--- src/adcs_cfg.svh ---
// Constants for the conversion sequencer: register offsets, fields, reset values, timing.
// Included by the prescaler and the sequencer; definitions only.
`ifndef ADCS_CFG_SVH
`define ADCS_CFG_SVH

// Register offsets (byte addresses on the plain port)
`define ADCS_OFS_CTRL0 4'h0
`define ADCS_OFS_CTRL1 4'h1
`define ADCS_OFS_CTRL2 4'h2
`define ADCS_OFS_RES_HI 4'h3
`define ADCS_OFS_RES_LO 4'h4
`define ADCS_OFS_FLAG 4'h5

// Control 0 fields
`define ADCS_BIT_ENABLE 0
`define ADCS_BIT_BUSY 1
`define ADCS_CHS_LSB 2
`define ADCS_CHS_MSB 5
// Control 2 fields
`define ADCS_CCS_LSB 0
`define ADCS_CCS_MSB 2
`define ADCS_ACQ_LSB 3
`define ADCS_ACQ_MSB 5
`define ADCS_BIT_RJUST 7
// Flag register fields
`define ADCS_BIT_DONE 0
`define ADCS_BIT_IRQEN 1

// Reset values
`define ADCS_RST_CTRL0 8'h00
`define ADCS_RST_CTRL1 8'h00
`define ADCS_RST_CTRL2 8'h00
`define ADCS_RST_FLAG 8'h00

// Timing in conversion-clock periods
`define ADCS_CONV_PERIODS 4'hB
`define ADCS_HOLDOFF_PERIODS 4'h2
// Sleep slot delay for RC clock, one instruction cycle of four oscillator periods
`define ADCS_INSTR_CYCLES 3'h4
// Result width in bits
`define ADCS_RESULT_BITS 10

`endif

--- src/adcs_pkg.sv ---
// Types for the conversion sequencer.
// Assumes adcs_cfg.svh sits in the include path.
`default_nettype none
package adcs_pkg;
  typedef enum logic [2:0] {
    ADCS_IDLE = 3'b000,
    ADCS_SLOT = 3'b001,
    ADCS_ACQ = 3'b010,
    ADCS_CONV = 3'b011,
    ADCS_HOLD = 3'b100
  } adcs_state_t;
endpackage
`default_nettype wire

--- src/adcs_prescaler.sv ---
// Conversion-clock tick source: divides the oscillator or follows the RC oscillator.
// Assumes rc_osc_tick is already synchronised to clk by the caller.
`default_nettype none
`include "adcs_cfg.svh"
module adcs_prescaler
  import adcs_pkg::*;
(
  // Clock and reset
  input wire logic clk,
  input wire logic srst,
  // Control
  input wire logic run,
  input wire logic [2:0] clk_sel,
  input wire logic rc_osc_tick,
  // Output
  output logic tick
);
  logic [5:0] count_reg;
  logic [5:0] count_next;
  logic [5:0] ratio_m1;
  logic [6:0] ratio;
  logic rc_sel;
  logic div_wrap;

  // Code to ratio: 000/2 100/4 001/8 101/16 010/32 110/64
  assign rc_sel = (clk_sel[1:0] == 2'b11);
  assign ratio = 7'h02 << {clk_sel[1:0], clk_sel[2]};
  assign ratio_m1 = 6'(ratio - 7'h01);
  assign div_wrap = (count_reg == ratio_m1);
  assign count_next = (!run || div_wrap) ? 6'h00 : count_reg + 6'h01;
  assign tick = run && (rc_sel ? rc_osc_tick : div_wrap);

  always_ff @(posedge clk)
  begin
    if (srst)
      count_reg <= 6'h00;
    else
      count_reg <= count_next;
  end
endmodule // adcs_prescaler
`default_nettype wire

--- src/adcs_period_counter.sv ---
// Counts conversion-clock ticks up to a target and flags the last one.
// Assumes tick is a one-cycle pulse on clk.
`default_nettype none
module adcs_period_counter
  import adcs_pkg::*;
#(
  parameter int WIDTH = 5
)
(
  // Clock and reset
  input wire logic clk,
  input wire logic srst,
  // Control
  input wire logic clear,
  input wire logic tick,
  input wire logic [WIDTH-1:0] target,
  // Status
  output logic reached
);
  logic [WIDTH-1:0] count_reg;
  logic [WIDTH-1:0] count_next;

  assign reached = tick && (count_reg == target - WIDTH'(1));
  assign count_next = clear ? '0 : (tick ? count_reg + WIDTH'(1) : count_reg);

  always_ff @(posedge clk)
  begin
    if (srst)
      count_reg <= '0;
    else
      count_reg <= count_next;
  end
endmodule // adcs_period_counter
`default_nettype wire

--- src/adcs_sequencer.sv ---
// Conversion sequencer for a 10-bit successive-approximation converter.
// Assumes a plain register port, a synchronised-here RC oscillator pin and
// an analog converter that returns a result, timed here by counting conv_step pulses.
// Result bytes have no reset; they mean nothing before a conversion or write.
// Notes on behaviour
// Result registers not cleared by reset
// Optional acquisition interval before conversion
// Software configures, starts, waits, reads result
// Two conversion-clock periods hold-off after conversion
// Zero acquisition field starts conversion immediately
// Nonzero field samples programmed periods first
// Completion clears busy, sets flag, resamples
// Busy set through acquisition and conversion
// Conversion lasts eleven conversion-clock periods
// Clock select code maps divider or RC
// Software picks shortest legal clock period
// RC clock above 1 MHz needs Sleep
// Reprogram fields for low-power; clock stable
// Below 1 MHz select RC clock
// RC with zero field delays one cycle
// Sleep conversion needs idle bit cleared
// Channel change needs full acquisition time
// Acquisition codes give 0..20 periods
// Busy reads one while active
// Clearing busy aborts, result kept
// Reset disables converter, aborts conversion
// Prescaler divides oscillator or passes RC
// Counter times acquisition in clock periods
`default_nettype none
`include "adcs_cfg.svh"
module adcs_sequencer
  import adcs_pkg::*;
#(
  parameter int RESULT_BITS = `ADCS_RESULT_BITS
)
(
  // Clock and reset
  input wire logic clk,
  input wire logic srst,
  // Register port
  input wire logic [3:0] reg_addr,
  input wire logic [7:0] reg_wdata,
  input wire logic reg_wr,
  input wire logic reg_rd,
  output logic [7:0] reg_rdata,
  // RC oscillator pin
  input wire logic rc_osc_in,
  // Analog side
  output logic sample_en,
  output logic conv_start,
  output logic conv_step,
  output logic [3:0] channel_sel,
  input wire logic [RESULT_BITS-1:0] conv_result,
  // Status
  output logic conv_done_flag,
  output logic conv_done_irq_enable
);
  adcs_state_t state_reg;
  adcs_state_t state_next;
  logic [7:0] ctrl0_reg;
  logic [7:0] ctrl1_reg;
  logic [7:0] ctrl2_reg;
  logic [7:0] result_high_byte;
  logic [7:0] result_low_byte;
  logic done_reg;
  logic irqen_reg;
  logic [7:0] rdata_reg;
  logic [7:0] rdata_next;
  logic [2:0] slot_reg;
  logic rc_sync1_reg;
  logic rc_sync2_reg;
  logic rc_prev_reg;

  logic converter_enable_bit;
  logic busy;
  logic [2:0] acq_time_sel;
  logic [2:0] conv_clock_sel;
  logic rc_selected;
  logic rc_tick;
  logic ad_tick;
  logic run_clk;
  logic phase_clear;
  logic [4:0] phase_target;
  logic phase_done;
  logic [4:0] acq_periods;
  logic wr_ctrl0;
  logic wr_ctrl2;
  logic wr_reshi;
  logic wr_reslo;
  logic wr_flag;
  logic sw_go;
  logic sw_abort;
  logic finish;
  logic [15:0] result_word;

  // Decodes shared by several processes
  logic wr_ctrl1;
  logic div_run;
  logic load_result;
  logic [2:0] slot_next;
  logic in_idle;
  logic in_slot;
  logic in_acq;
  logic in_conv;
  logic in_hold;
  logic [7:0] ctrl0_image;
  logic [7:0] flag_image;

  // State decodes
  assign in_idle = (state_reg == ADCS_IDLE);
  assign in_slot = (state_reg == ADCS_SLOT);
  assign in_acq = (state_reg == ADCS_ACQ);
  assign in_conv = (state_reg == ADCS_CONV);
  assign in_hold = (state_reg == ADCS_HOLD);

  // Decoding
  assign wr_ctrl0 = reg_wr && (reg_addr == `ADCS_OFS_CTRL0);
  assign wr_ctrl1 = reg_wr && (reg_addr == `ADCS_OFS_CTRL1);
  assign wr_ctrl2 = reg_wr && (reg_addr == `ADCS_OFS_CTRL2);
  assign wr_reshi = reg_wr && (reg_addr == `ADCS_OFS_RES_HI);
  assign wr_reslo = reg_wr && (reg_addr == `ADCS_OFS_RES_LO);
  assign wr_flag = reg_wr && (reg_addr == `ADCS_OFS_FLAG);
  assign converter_enable_bit = ctrl0_reg[`ADCS_BIT_ENABLE];
  assign acq_time_sel = ctrl2_reg[`ADCS_ACQ_MSB:`ADCS_ACQ_LSB];
  assign conv_clock_sel = ctrl2_reg[`ADCS_CCS_MSB:`ADCS_CCS_LSB];
  assign rc_selected = (conv_clock_sel[1:0] == 2'b11);
  assign busy = !in_idle && !in_hold;
  // Start only when idle and enabled; a start with enable in the same write is ignored
  assign sw_go = wr_ctrl0 && reg_wdata[`ADCS_BIT_BUSY] && converter_enable_bit
    && reg_wdata[`ADCS_BIT_ENABLE] && in_idle;
  // Clearing busy or enable mid-run drops the partial result
  assign sw_abort = busy && ((wr_ctrl0 && !reg_wdata[`ADCS_BIT_BUSY])
    || !converter_enable_bit);
  assign finish = in_conv && phase_done;
  assign load_result = finish && !sw_abort;

  // Acquisition code to periods: 0 2 4 6 8 12 16 20
  assign acq_periods = (acq_time_sel <= 3'h4) ? {1'b0, acq_time_sel, 1'b0}
    : 5'(({2'b00, acq_time_sel} - 5'h2) << 2);

  // RC oscillator edge, two flops before use
  assign rc_tick = rc_sync2_reg && !rc_prev_reg;
  assign run_clk = in_acq || in_conv || in_hold;

  // Divider idles outside timed phases and restarts on abort,
  // so the hold-off after a busy-bit abort with enable still set spans two full periods on divider clocks
  assign div_run = run_clk && !sw_abort;

  adcs_prescaler u_prescaler (
    .clk(clk),
    .srst(srst),
    .run(div_run),
    .clk_sel(conv_clock_sel),
    .rc_osc_tick(rc_tick),
    .tick(ad_tick)
  );

  // One counter shared by acquisition, conversion and hold-off
  assign phase_target = (state_reg == ADCS_ACQ) ? acq_periods
    : (state_reg == ADCS_CONV) ? {1'b0, `ADCS_CONV_PERIODS}
    : {1'b0, `ADCS_HOLDOFF_PERIODS};
  assign phase_clear = (state_next != state_reg);

  adcs_period_counter #(.WIDTH(5)) u_phase (
    .clk(clk),
    .srst(srst),
    .clear(phase_clear),
    .tick(ad_tick),
    .target(phase_target),
    .reached(phase_done)
  );

  // Sequence: idle, sleep slot or acquisition, conversion, hold-off
  always_comb
  begin
    state_next = state_reg;
    unique case (state_reg)
      ADCS_IDLE:
        if (sw_go)
        begin
          if (acq_time_sel != 3'b000)
            state_next = ADCS_ACQ;
          else if (rc_selected)
            state_next = ADCS_SLOT;
          else
            state_next = ADCS_CONV;
        end
      ADCS_SLOT:
        if (sw_abort)
          state_next = ADCS_HOLD;
        else if (slot_reg == `ADCS_INSTR_CYCLES - 3'h1)
          state_next = ADCS_CONV;
      ADCS_ACQ:
        if (sw_abort)
          state_next = ADCS_HOLD;
        else if (phase_done)
          state_next = ADCS_CONV;
      ADCS_CONV:
        if (sw_abort || phase_done)
          state_next = ADCS_HOLD;
      ADCS_HOLD:
        if (phase_done || !converter_enable_bit)
          state_next = ADCS_IDLE;
      default:
        state_next = ADCS_IDLE;
    endcase
  end

  always_ff @(posedge clk)
  begin
    if (srst)
      state_reg <= ADCS_IDLE;
    else
      state_reg <= state_next;
  end

  // Sleep slot counted in system clocks, not in conversion-clock periods
  assign slot_next = in_slot ? slot_reg + 3'h1 : 3'h0;
  always_ff @(posedge clk)
  begin
    if (srst)
      slot_reg <= 3'h0;
    else
      slot_reg <= slot_next;
  end

  // Pin synchroniser; the first flop feeds only the second
  always_ff @(posedge clk)
  begin
    if (srst)
    begin
      rc_sync1_reg <= 1'b0;
      rc_sync2_reg <= 1'b0;
      rc_prev_reg <= 1'b0;
    end
    else
    begin
      rc_sync1_reg <= rc_osc_in;
      rc_sync2_reg <= rc_sync1_reg;
      rc_prev_reg <= rc_sync2_reg;
    end
  end

  // Control registers; busy bit is state, not stored
  always_ff @(posedge clk)
  begin
    if (srst)
      ctrl0_reg <= `ADCS_RST_CTRL0;
    else if (wr_ctrl0)
      ctrl0_reg <= {2'b00, reg_wdata[5:2], 1'b0, reg_wdata[0]};
  end

  always_ff @(posedge clk)
  begin
    if (srst)
      ctrl1_reg <= `ADCS_RST_CTRL1;
    else if (wr_ctrl1)
      ctrl1_reg <= {2'b00, reg_wdata[5:0]};
  end

  always_ff @(posedge clk)
  begin
    if (srst)
      ctrl2_reg <= `ADCS_RST_CTRL2;
    else if (wr_ctrl2)
      ctrl2_reg <= {reg_wdata[7], 1'b0, reg_wdata[5:0]};
  end

  always_ff @(posedge clk)
  begin
    if (srst)
      irqen_reg <= 1'b0;
    else if (wr_flag)
      irqen_reg <= reg_wdata[`ADCS_BIT_IRQEN];
  end

  // Completion flag; a completion beats a software clear in the same cycle
  always_ff @(posedge clk)
  begin
    if (srst)
      done_reg <= 1'b0;
    else if (load_result)
      done_reg <= 1'b1;
    else if (wr_flag)
      done_reg <= reg_wdata[`ADCS_BIT_DONE];
  end

  // Result justification
  assign result_word = ctrl2_reg[`ADCS_BIT_RJUST]
    ? 16'({6'h00, conv_result}) : 16'({conv_result, 6'h00});

  // Result bytes keep their value across reset on purpose
  always_ff @(posedge clk)
  begin
    if (load_result)
    begin
      result_high_byte <= result_word[15:8];
      result_low_byte <= result_word[7:0];
    end
    else
    begin
      if (wr_reshi)
        result_high_byte <= reg_wdata;
      if (wr_reslo)
        result_low_byte <= reg_wdata;
    end
  end

  // Read images; reserved bits read zero
  assign ctrl0_image = {ctrl0_reg[7:2], busy, ctrl0_reg[0]};
  assign flag_image = {6'h00, irqen_reg, done_reg};

  // Read mux; unmapped addresses read zero
  always_comb
  begin
    rdata_next = 8'h00;
    unique case (reg_addr)
      `ADCS_OFS_CTRL0: rdata_next = ctrl0_image;
      `ADCS_OFS_CTRL1: rdata_next = ctrl1_reg;
      `ADCS_OFS_CTRL2: rdata_next = ctrl2_reg;
      `ADCS_OFS_RES_HI: rdata_next = result_high_byte;
      `ADCS_OFS_RES_LO: rdata_next = result_low_byte;
      `ADCS_OFS_FLAG: rdata_next = flag_image;
      default: rdata_next = 8'h00;
    endcase
  end

  // Read data stands one cycle only; zero otherwise so a stale read cannot alias
  always_ff @(posedge clk)
  begin
    if (srst)
      rdata_reg <= 8'h00;
    else
      rdata_reg <= reg_rd ? rdata_next : 8'h00;
  end

  // Analog side: sampling resumes once hold-off ends
  assign sample_en = converter_enable_bit && (in_idle || in_acq);
  // Start leads the conversion by one cycle so the hold stage isolates first
  assign conv_start = (state_reg != ADCS_CONV) && (state_next == ADCS_CONV);
  assign conv_step = in_conv && ad_tick;
  assign channel_sel = ctrl0_reg[`ADCS_CHS_MSB:`ADCS_CHS_LSB];

  // Register port and status outputs
  assign reg_rdata = rdata_reg;
  assign conv_done_flag = done_reg;
  assign conv_done_irq_enable = irqen_reg;
endmodule // adcs_sequencer
`default_nettype wire

--- config.mk ---
export PLATFORM = sky130hd
export DESIGN_NAME = adcs_sequencer
export DESIGN_NICKNAME = d
export VERILOG_FILES = /design/src/adcs_pkg.sv /design/src/adcs_prescaler.sv /design/src/adcs_period_counter.sv /design/src/adcs_sequencer.sv
export VERILOG_INCLUDE_DIRS = /design/src
export SDC_FILE = /design/constraint.sdc
export NUM_CORES = 1
export LEC_CHECK = 0
export ABC_AREA = 1
export BUFFER_PORTS_ARGS = -buffer_cell sky130_fd_sc_hd__buf_2
export CAP_MARGIN = 10
export CORE_ASPECT_RATIO = 0.7
export CORE_UTILIZATION = 25
export DETAILED_ROUTE_END_ITERATION = 16
export HOLD_SLACK_MARGIN = 0.06
export PLACE_DENSITY = 0.45
export SYNTH_ARGS = -nofsm -noshare
export SYNTH_HDL_FRONTEND = slang
export SYNTH_HIERARCHICAL = 1
export SYNTH_SLANG_ARGS = --single-unit
--- constraint.sdc ---
create_clock -name clk -period 2.6 [get_ports clk]
set_clock_uncertainty 0.15 [all_clocks]
set_input_delay 0.39 -clock clk [delete_from_list [all_inputs] [get_ports clk]]
set_output_delay 0.39 -clock clk [all_outputs]
set_load 0.01 [all_outputs]
### After elaboration in Yosys (flattened, before gate mapping)

Index checks and enable logic that the tools add are counted.

| cells by class | value |
|---|---|
| add/subtract/negate cells | 6 |
| shifts and indexed selects | 1 |
| $lt $le $gt $ge | 1 |
| eq/ne operators | 16 |
| multiplexer cells | 22 |
| bitwise operators | 2 |
| reductions and logical operators | 46 |

Operator list:

| kind | count |
|---|---|
| $pmux W8 S6 | 1 |
| $mux W8 | 4 |
| $logic_and A1 B1 Y1 | 22 |
| $mux W3 | 7 |
| $mux W16 | 1 |
| $pmux W3 S5 | 1 |
| $eq A3 B2 Y1 const B | 4 |
| $mux W5 | 2 |
| $eq A4 B2 Y1 const B | 2 |
| $eq A4 B3 Y1 const B | 2 |
| $reduce_or A2 Y1 | 4 |
| $logic_not A1 Y1 | 7 |
| $logic_or A1 B1 Y1 | 7 |
| $add A6 B1 Y6 const B | 1 |
| $eq A6 B6 Y1 | 1 |
| $reduce_bool A2 Y1 | 3 |
| $shl A2 B3 Y6 const A | 1 |
| $sub A6 B1 Y6 const B | 1 |
| $add A5 B1 Y5 const B | 1 |
| $eq A5 B5 Y1 | 1 |
| $sub A5 B1 Y5 const B | 1 |
| $eq A4 B1 Y1 const B | 1 |
| $logic_not A4 Y1 | 1 |
| $mux W2 | 2 |
| other kinds (13) | 16 |

| storage, ports and cells | value |
|---|---|
| output and inout port bits | 17 |
| register bits | 64 |
| logic and storage cells | 109 |

### Depth between registers and ports, before layout

| depth | value |
|---|---|
| depth after elaboration | 14 |
| depth in mapped cells | 25 |

### Hierarchy

Netlist, hierarchy kept.

Modules (own cells, without submodules):

| module | area each (um2) | instances | cells each |
|---|---|---|---|
| adcs_sequencer | 2553.7 | 1 | 315 |
| adcs_period_counter | 419.2 | 1 | 74 |
| adcs_prescaler | 371.6 | 1 | 61 |

### Worst setup path before layout

No wires, ideal clock.

| path | value |
|---|---|
| kind | flip-flop to output port |
| start | register state_reg[2] |
| end | output conv_start |
| stages on the path, launching flop included | 18 |
| data arrival time | 2.347 ns |
| path slack | -0.287 ns |
| cells stage by stage | dfxtp_1 inv_2 nor3_1 a21oi_1 a21oi_1 o21ai_0 a21oi_1 buf_6 nand3_1 nor2_1 nand2_1 nor2_1 inv_1 o21ai_0 nand2_1 nand3_1 inv_2 a21oi_1 |

| between the ends | value |
|---|---|
| cells in the longest elaborated chain, start to end | 13 |
| elaborated cells on any way between the ends | 33 |
| those cells by class | add/sub (1); eq/ne (7); mux (10); reduce/logical (15) |

RTL lines:

| element | RTL line | RTL |
|---|---|---|
| from (decl) | adcs_sequencer.sv:58 | `adcs_state_t state_reg;` |
| from (signal assigned) | adcs_sequencer.sv:214 | `state_reg <= state_next;` |
| $eq A3 B3 Y1 or $logic_not A3 Y1 (tied branches) | adcs_sequencer.sv:114, adcs_sequencer.sv:110 |  |
| $logic_not A1 Y1 | adcs_sequencer.sv:127 | `assign busy = !in_idle && !in_hold;` |
| $logic_and A1 B1 Y1 | adcs_sequencer.sv:127 |  |
| $logic_and A1 B1 Y1 | adcs_sequencer.sv:132 | `` assign sw_abort = busy && ((wr_ctrl0 && !reg_wdata[`ADCS_BIT_BUSY]) `` |
| $logic_not A1 Y1 | adcs_sequencer.sv:147 | `assign div_run = run_clk && !sw_abort;` |
| $logic_and A1 B1 Y1 (*) | adcs_sequencer.sv:147 |  |
| named net div_run | adcs_sequencer.sv:98 | `logic div_run;` |
| $logic_and A1 B1 Y1 (*) | adcs_prescaler.sv:31 | `assign tick = run && (rc_sel ? rc_osc_tick : div_wrap);` |
| named net ad_tick | adcs_sequencer.sv:80 | `logic ad_tick;` |
| $logic_and A1 B1 Y1 (*) | adcs_period_counter.sv:23 | `assign reached = tick && (count_reg == target - WIDTH'(1));` |
| named net phase_done | adcs_sequencer.sv:84 | `logic phase_done;` |
| $mux W3 (tied with other cells) | adcs_sequencer.sv:196 | `else if (phase_done)` |
| $mux W3, on equally long branches | adcs_sequencer.sv:194, adcs_sequencer.sv:199, adcs_sequencer.sv:202 |  |
| $pmux W3 S5 (*) | adcs_sequencer.sv:177 | `unique case (state_reg)` |
| $eq A3 B2 Y1 (*) | adcs_sequencer.sv:340 | `assign conv_start = (state_reg != ADCS_CONV) && (state_next == ADCS_CONV);` |
| $logic_and A1 B1 Y1 (*) | adcs_sequencer.sv:340 |  |
| to (decl) | adcs_sequencer.sv:50 | `output logic conv_start,` |

The timed path passes the listed nets; every way through them passes the cells marked *.

### Worst setup path in the final report

| path | value |
|---|---|
| start | register state_reg[1] |
| end | output conv_start |

| between the ends | value |
|---|---|
| elaborated cells on any way between the ends | 33 |
| those cells by class | add/sub (1); eq/ne (7); mux (10); reduce/logical (15) |

RTL lines:

| element | RTL line | RTL |
|---|---|---|
| $eq A3 B2 Y1 | adcs_sequencer.sv:160 | `` : (state_reg == ADCS_CONV) ? {1'b0, `ADCS_CONV_PERIODS} `` |
| $mux W4 | adcs_sequencer.sv:160 |  |
| $mux W5 (*) | adcs_sequencer.sv:159 | `assign phase_target = (state_reg == ADCS_ACQ) ? acq_periods` |
| named net phase_target[0] | adcs_sequencer.sv:83 | `logic [4:0] phase_target;` |
| $sub A5 B1 Y5 (*) | adcs_period_counter.sv:23 |  |
| $eq A5 B5 Y1 (*) | adcs_period_counter.sv:23 |  |
| $logic_and A1 B1 Y1 (*) | adcs_period_counter.sv:23 |  |
| named net phase_done | adcs_sequencer.sv:84 |  |
| $mux W3 (tied with other cells) | adcs_sequencer.sv:196 |  |
| $mux W3, on equally long branches | adcs_sequencer.sv:194, adcs_sequencer.sv:199, adcs_sequencer.sv:202 |  |
| $pmux W3 S5 (*) | adcs_sequencer.sv:177 |  |
| $eq A3 B2 Y1 (*) | adcs_sequencer.sv:340 |  |
| $logic_and A1 B1 Y1 (*) | adcs_sequencer.sv:340 |  |

Marks and branches as above.

==> qor_table.md <==
| Result | Reported | Unit |
| --- | --- | --- |
| Drt first pass iters | 4 | - |
| Slew HR | 48.4 | % |
| Global routing usage summed across all routing layers | 15.3 | % |
| Synth Warn # | 6 | - |
| Buffers added on ports | 43 | - |
| Data required, critical path | 2.06 | ns |
| Remaining antenna violation count after routing | 0 | - |
| Via count | 3274 | - |
| Final hold violation count | 0 | - |
| Final Setup Violations | 39 | - |
| Layout Nets | 585 | - |
| Leakage power | 0.00204 | uW |
| Clock latency reported for the late side of the worst-skew pair | 0.34 | ns |
| Crit-path max FO | 6 | - |
| Clk sinks | 64 | - |
| Placement Setup Slack | -0.142 | ns |
| Critical path's top delay family | simple AND/OR/NAND/NOR gates | - |
| Worst min-delay path startpoint | reg_rd | - |
| Num rows | 34 | - |
| Share of post-route cells with drive strength above 1 | 34.9 | % |
| Clk pin slew, worst setup/hold paths | 0.06 | ns |
| Starting density of the core | 26.3 | % |
| Type of element launching the critical path | flop | - |
| Die Y | 98.8 | um |
| Result of the run | finished with violations | - |
| Count of pins on the block boundary | 44 | - |
| Power per cell area | 541 | nW/um^2 |
| Routability Congestion | 0.847 | - |
| Horizontal extent of the die | 140 | um |
| Count of final max-slew check failures | 0 | - |
| Root Buffer Master | sky130_fd_sc_hd__clkbuf_16 | - |
| Relative contribution of combinational cells to total power | 5.7 | % |
| Total die area | 13900 | sq um |
| Buffer depth of the longest clock path | 2 | - |
| Fin crit share | 120 | % |
| Peak Freq | 320 | MHz |
| Min-delay worst type | in -> reg | - |
| Most frequent CP cell | sky130_fd_sc_hd__inv_2 | - |
| Post-route worst setup slack | -0.522 | ns |
| Remaining global-route overflow | 0 | - |
| Largest net degree at the start of global routing | 21 | - |
| Violations in the final reports | setup timing | - |
| DR vias/cell | 4.55 | - |
| Transition time at the pin with the least slew margin | 0.774 | ns |
| Clock power frac | 54.3 | % |
| Synthesis-stage register bit count | 64 | - |
| Arrival time of data at the critical path endpoint | 2.58 | ns |
| Final Routed Wirelength | 10.0 | mm |
| Crit path kind | reg -> out | - |
| Crit-path max cell delay | 0.40 | ns |
| Signed area change from the synthesized netlist to the final layout | 44.0 | % |
| Accumulated negative setup slack | -6.52 | ns |
| Number of clock buffers inserted by TritonCTS | 9 | - |
| Sequential cell fraction of total power | 40.0 | % |
| Setup repair after global routing missed its margin | true | - |
| Mean cell area of the mapped netlist | 7.43 | sq um |
| Clock tree from TritonCTS | yes | - |
| Net switching component of the power | 575 | uW |
| Fraction of the yosys area taken by sequential cells | 43.1 | % |
| Layout Utilization | 37.9 | % |
| Antenna Cells | 0 | - |
| DRC viols | 0 | - |
| Endpoint kind of the worst setup timing path | primary output | - |
| Summed instance area of the synthesized netlist | 3340 | sq um |
| Leading area contributor after synthesis | sky130_fd_sc_hd__dfxtp_1 | - |
| Initial drt markers | 203 | - |
| Net count of the mapped netlist | 482 | - |
| # H-tree levels | 3 | - |
| Dominant cells by area after synthesis | sky130_fd_sc_hd__dfxtp_1, sky130_fd_sc_hd__edfxtp_1, sky130_fd_sc_hd__nand2_1 | - |
| DP Wirelength | 7.28 | mm |
| Vias in the first global route | 3233 | - |
| Peak VDD IR | 0.275 | mV |
| Placeable Area | 12700 | sq um |
| Standard cell with the maximum stage delay on the critical path | sky130_fd_sc_hd__dfxtp_4 | - |
| Switching Fraction | 22.1 | % |
| Gate count of the mapped netlist | 450 | - |
| Cell Int Power | 2030 | uW |
| First element of the critical path | state_reg[1] | - |
| List of cells traversed by the critical path | inv_4 -> nor3_4 -> inv_2 -> ha_4 -> inv_1 -> nand2_1 -> nand3_1 -> nor2_1 -> nand2_1 -> nor2_2 -> inv_2 -> o21ai_2 -> nand2_2 -> nand3_2 -> inv_2 -> a21oi_2 -> buf_2 | - |
| Combined buffer and inverter count along the critical path | 6 | - |
| Area share of the leading cell type in the synthesized netlist | 28.7 | % |
| Average detailed-routed wire length per instance | 13.9 | um |
| Yosys cell types | 36 | - |
| Most frequent cells in the layout | sky130_fd_sc_hd__nand2_1, sky130_fd_sc_hd__inv_1, sky130_fd_sc_hd__dfxtp_1, sky130_fd_sc_hd__buf_2, sky130_fd_sc_hd__buf_4 | - |
| Commonest non-fill, non-tap cell in the layout | sky130_fd_sc_hd__nand2_1 | - |
| Number of maximum-capacitance constraint violations | 0 | - |
| Number of antenna violations at the first check in global routing | 0 | - |
| Wire length of the first global-routing pass | 16.3 | mm |
| Final min period | 3.12 | ns |
| Worst R2R Start | state_reg[1] | - |
synth_stat cells:
cell type and count:
sky130_fd_sc_hd__buf_4 4, sky130_fd_sc_hd__o211ai_1 3, sky130_fd_sc_hd__buf_6 2, sky130_fd_sc_hd__a21oi_2 2
sky130_fd_sc_hd__clkinv_1 2, sky130_fd_sc_hd__nor2_2 2, sky130_fd_sc_hd__o21ai_0 29, sky130_fd_sc_hd__a211oi_1 2
sky130_fd_sc_hd__o21ai_1 10, sky130_fd_sc_hd__o22ai_1 6, sky130_fd_sc_hd__nand2_2 5, sky130_fd_sc_hd__a21oi_1 32
sky130_fd_sc_hd__a32o_1 2, sky130_fd_sc_hd__nor3_4 1, sky130_fd_sc_hd__nor3_1 8, sky130_fd_sc_hd__xor2_1 3
sky130_fd_sc_hd__a31oi_1 3, sky130_fd_sc_hd__nand2_1 94, sky130_fd_sc_hd__nand3_1 28, sky130_fd_sc_hd__xnor2_1 2
sky130_fd_sc_hd__nand2_4 1, sky130_fd_sc_hd__edfxtp_1 16, sky130_fd_sc_hd__nand3_4 1, sky130_fd_sc_hd__buf_2 2
sky130_fd_sc_hd__o31ai_2 8, sky130_fd_sc_hd__nand4_1 4, sky130_fd_sc_hd__nor2_4 1, sky130_fd_sc_hd__ha_1 5
sky130_fd_sc_hd__o31ai_1 1, sky130_fd_sc_hd__nor2_1 43, sky130_fd_sc_hd__buf_1 1, sky130_fd_sc_hd__dfxtp_1 48
sky130_fd_sc_hd__clkbuf_1 5, sky130_fd_sc_hd__inv_1 66, sky130_fd_sc_hd__nand3_2 2, sky130_fd_sc_hd__inv_2 6
per-layer routing:
metal / vias to the layer above / share of wire (%) / global-route usage [%]
li1: 1680 / - / -
met1: 1512 / 50 / 21.8
met5: - / 0 / 0
met4: 0 / 1.5 / 4.99
met3: 14 / 6.5 / 3.94
met2: 68 / 42 / 22.5
power by group through the flow:
stage          logic, uW  registers (uW)  clock network (uW)
4_1_cts              145            1040                1440
3_5_place_dp         136            1060                   0
2_1_floorplan       69.9            1060                   0
3_3_place_gp         136            1060                   0
6_report             148            1040                1410
5_1_grt              165            1040                1480
layout make-up:
cell class,instances,area (sq um)
Clock buffer,9,225
Clock inverter,7,119
Fill cell,1312,7910
Inverter,74,287
Multi-Input combinational cell,298,1730
Sequential cell,64,1450
Tap cell,162,203
Timing Repair Buffer,106,796
path summary, 6_finish.rpt:
kind | to | slack, ns | cells after the start
worst min-delay path | reg_rdata[7] | 0.14 | 3
worst max register to register | u_phase/count_reg[1] | -0.32 | 22
worst min register to register | rc_sync2_reg | 0.26 | 2
worst max-delay path | conv_start | -0.52 | 17
what timing repair did:
item / 4_1_cts / 5_1_grt
buffers inserted: 30 / 11
gates resized for setup: 46 / 28
cloned: 1 / 0
pin swaps: 17 / 14
endpoints found under the setup margin: 22 / 41
hold buffers: 0 / 0
worst register-to-register path, delay by kind of cell, from the launching register on:
family | cells | cell delay [ns]
buf+inv | 8 | 0.69
simple gates | 12 | 1.16
compound gates | 1 | 0.14
fa+ha+maj | 1 | 0.28
flops | 1 | 0.40
cells by family after synthesis:
| logic type | synth area share, % |
|---|---|
| buffers and inverters | 10.8 |
| and+or+nand+nor | 25.1 |
| adders and majority gates | 1.87 |
| AOI/OAI and AO/OA | 17.8 |
| xor gates and xnor gates | 1.31 |
| DFF | 43.1 |
through the flow:
step | total power, uW | cells | instance area [sq um] | hold WS [ns]
2_1_floorplan | 1130 | 450 | 3380 | 0.238
6_report | 2600 | 720 | 4810 | 0.136
5_1_grt | 2690 | 720 | 4810 | 0.143
3_5_place_dp | 1200 | 685 | 4050 | 0.264
4_1_cts | 2630 | 719 | 4700 | 0.127
3_3_place_gp | 1200 | 685 | 4050 | 0.258
No activity file was read; power rests on OpenSTA's default activity.
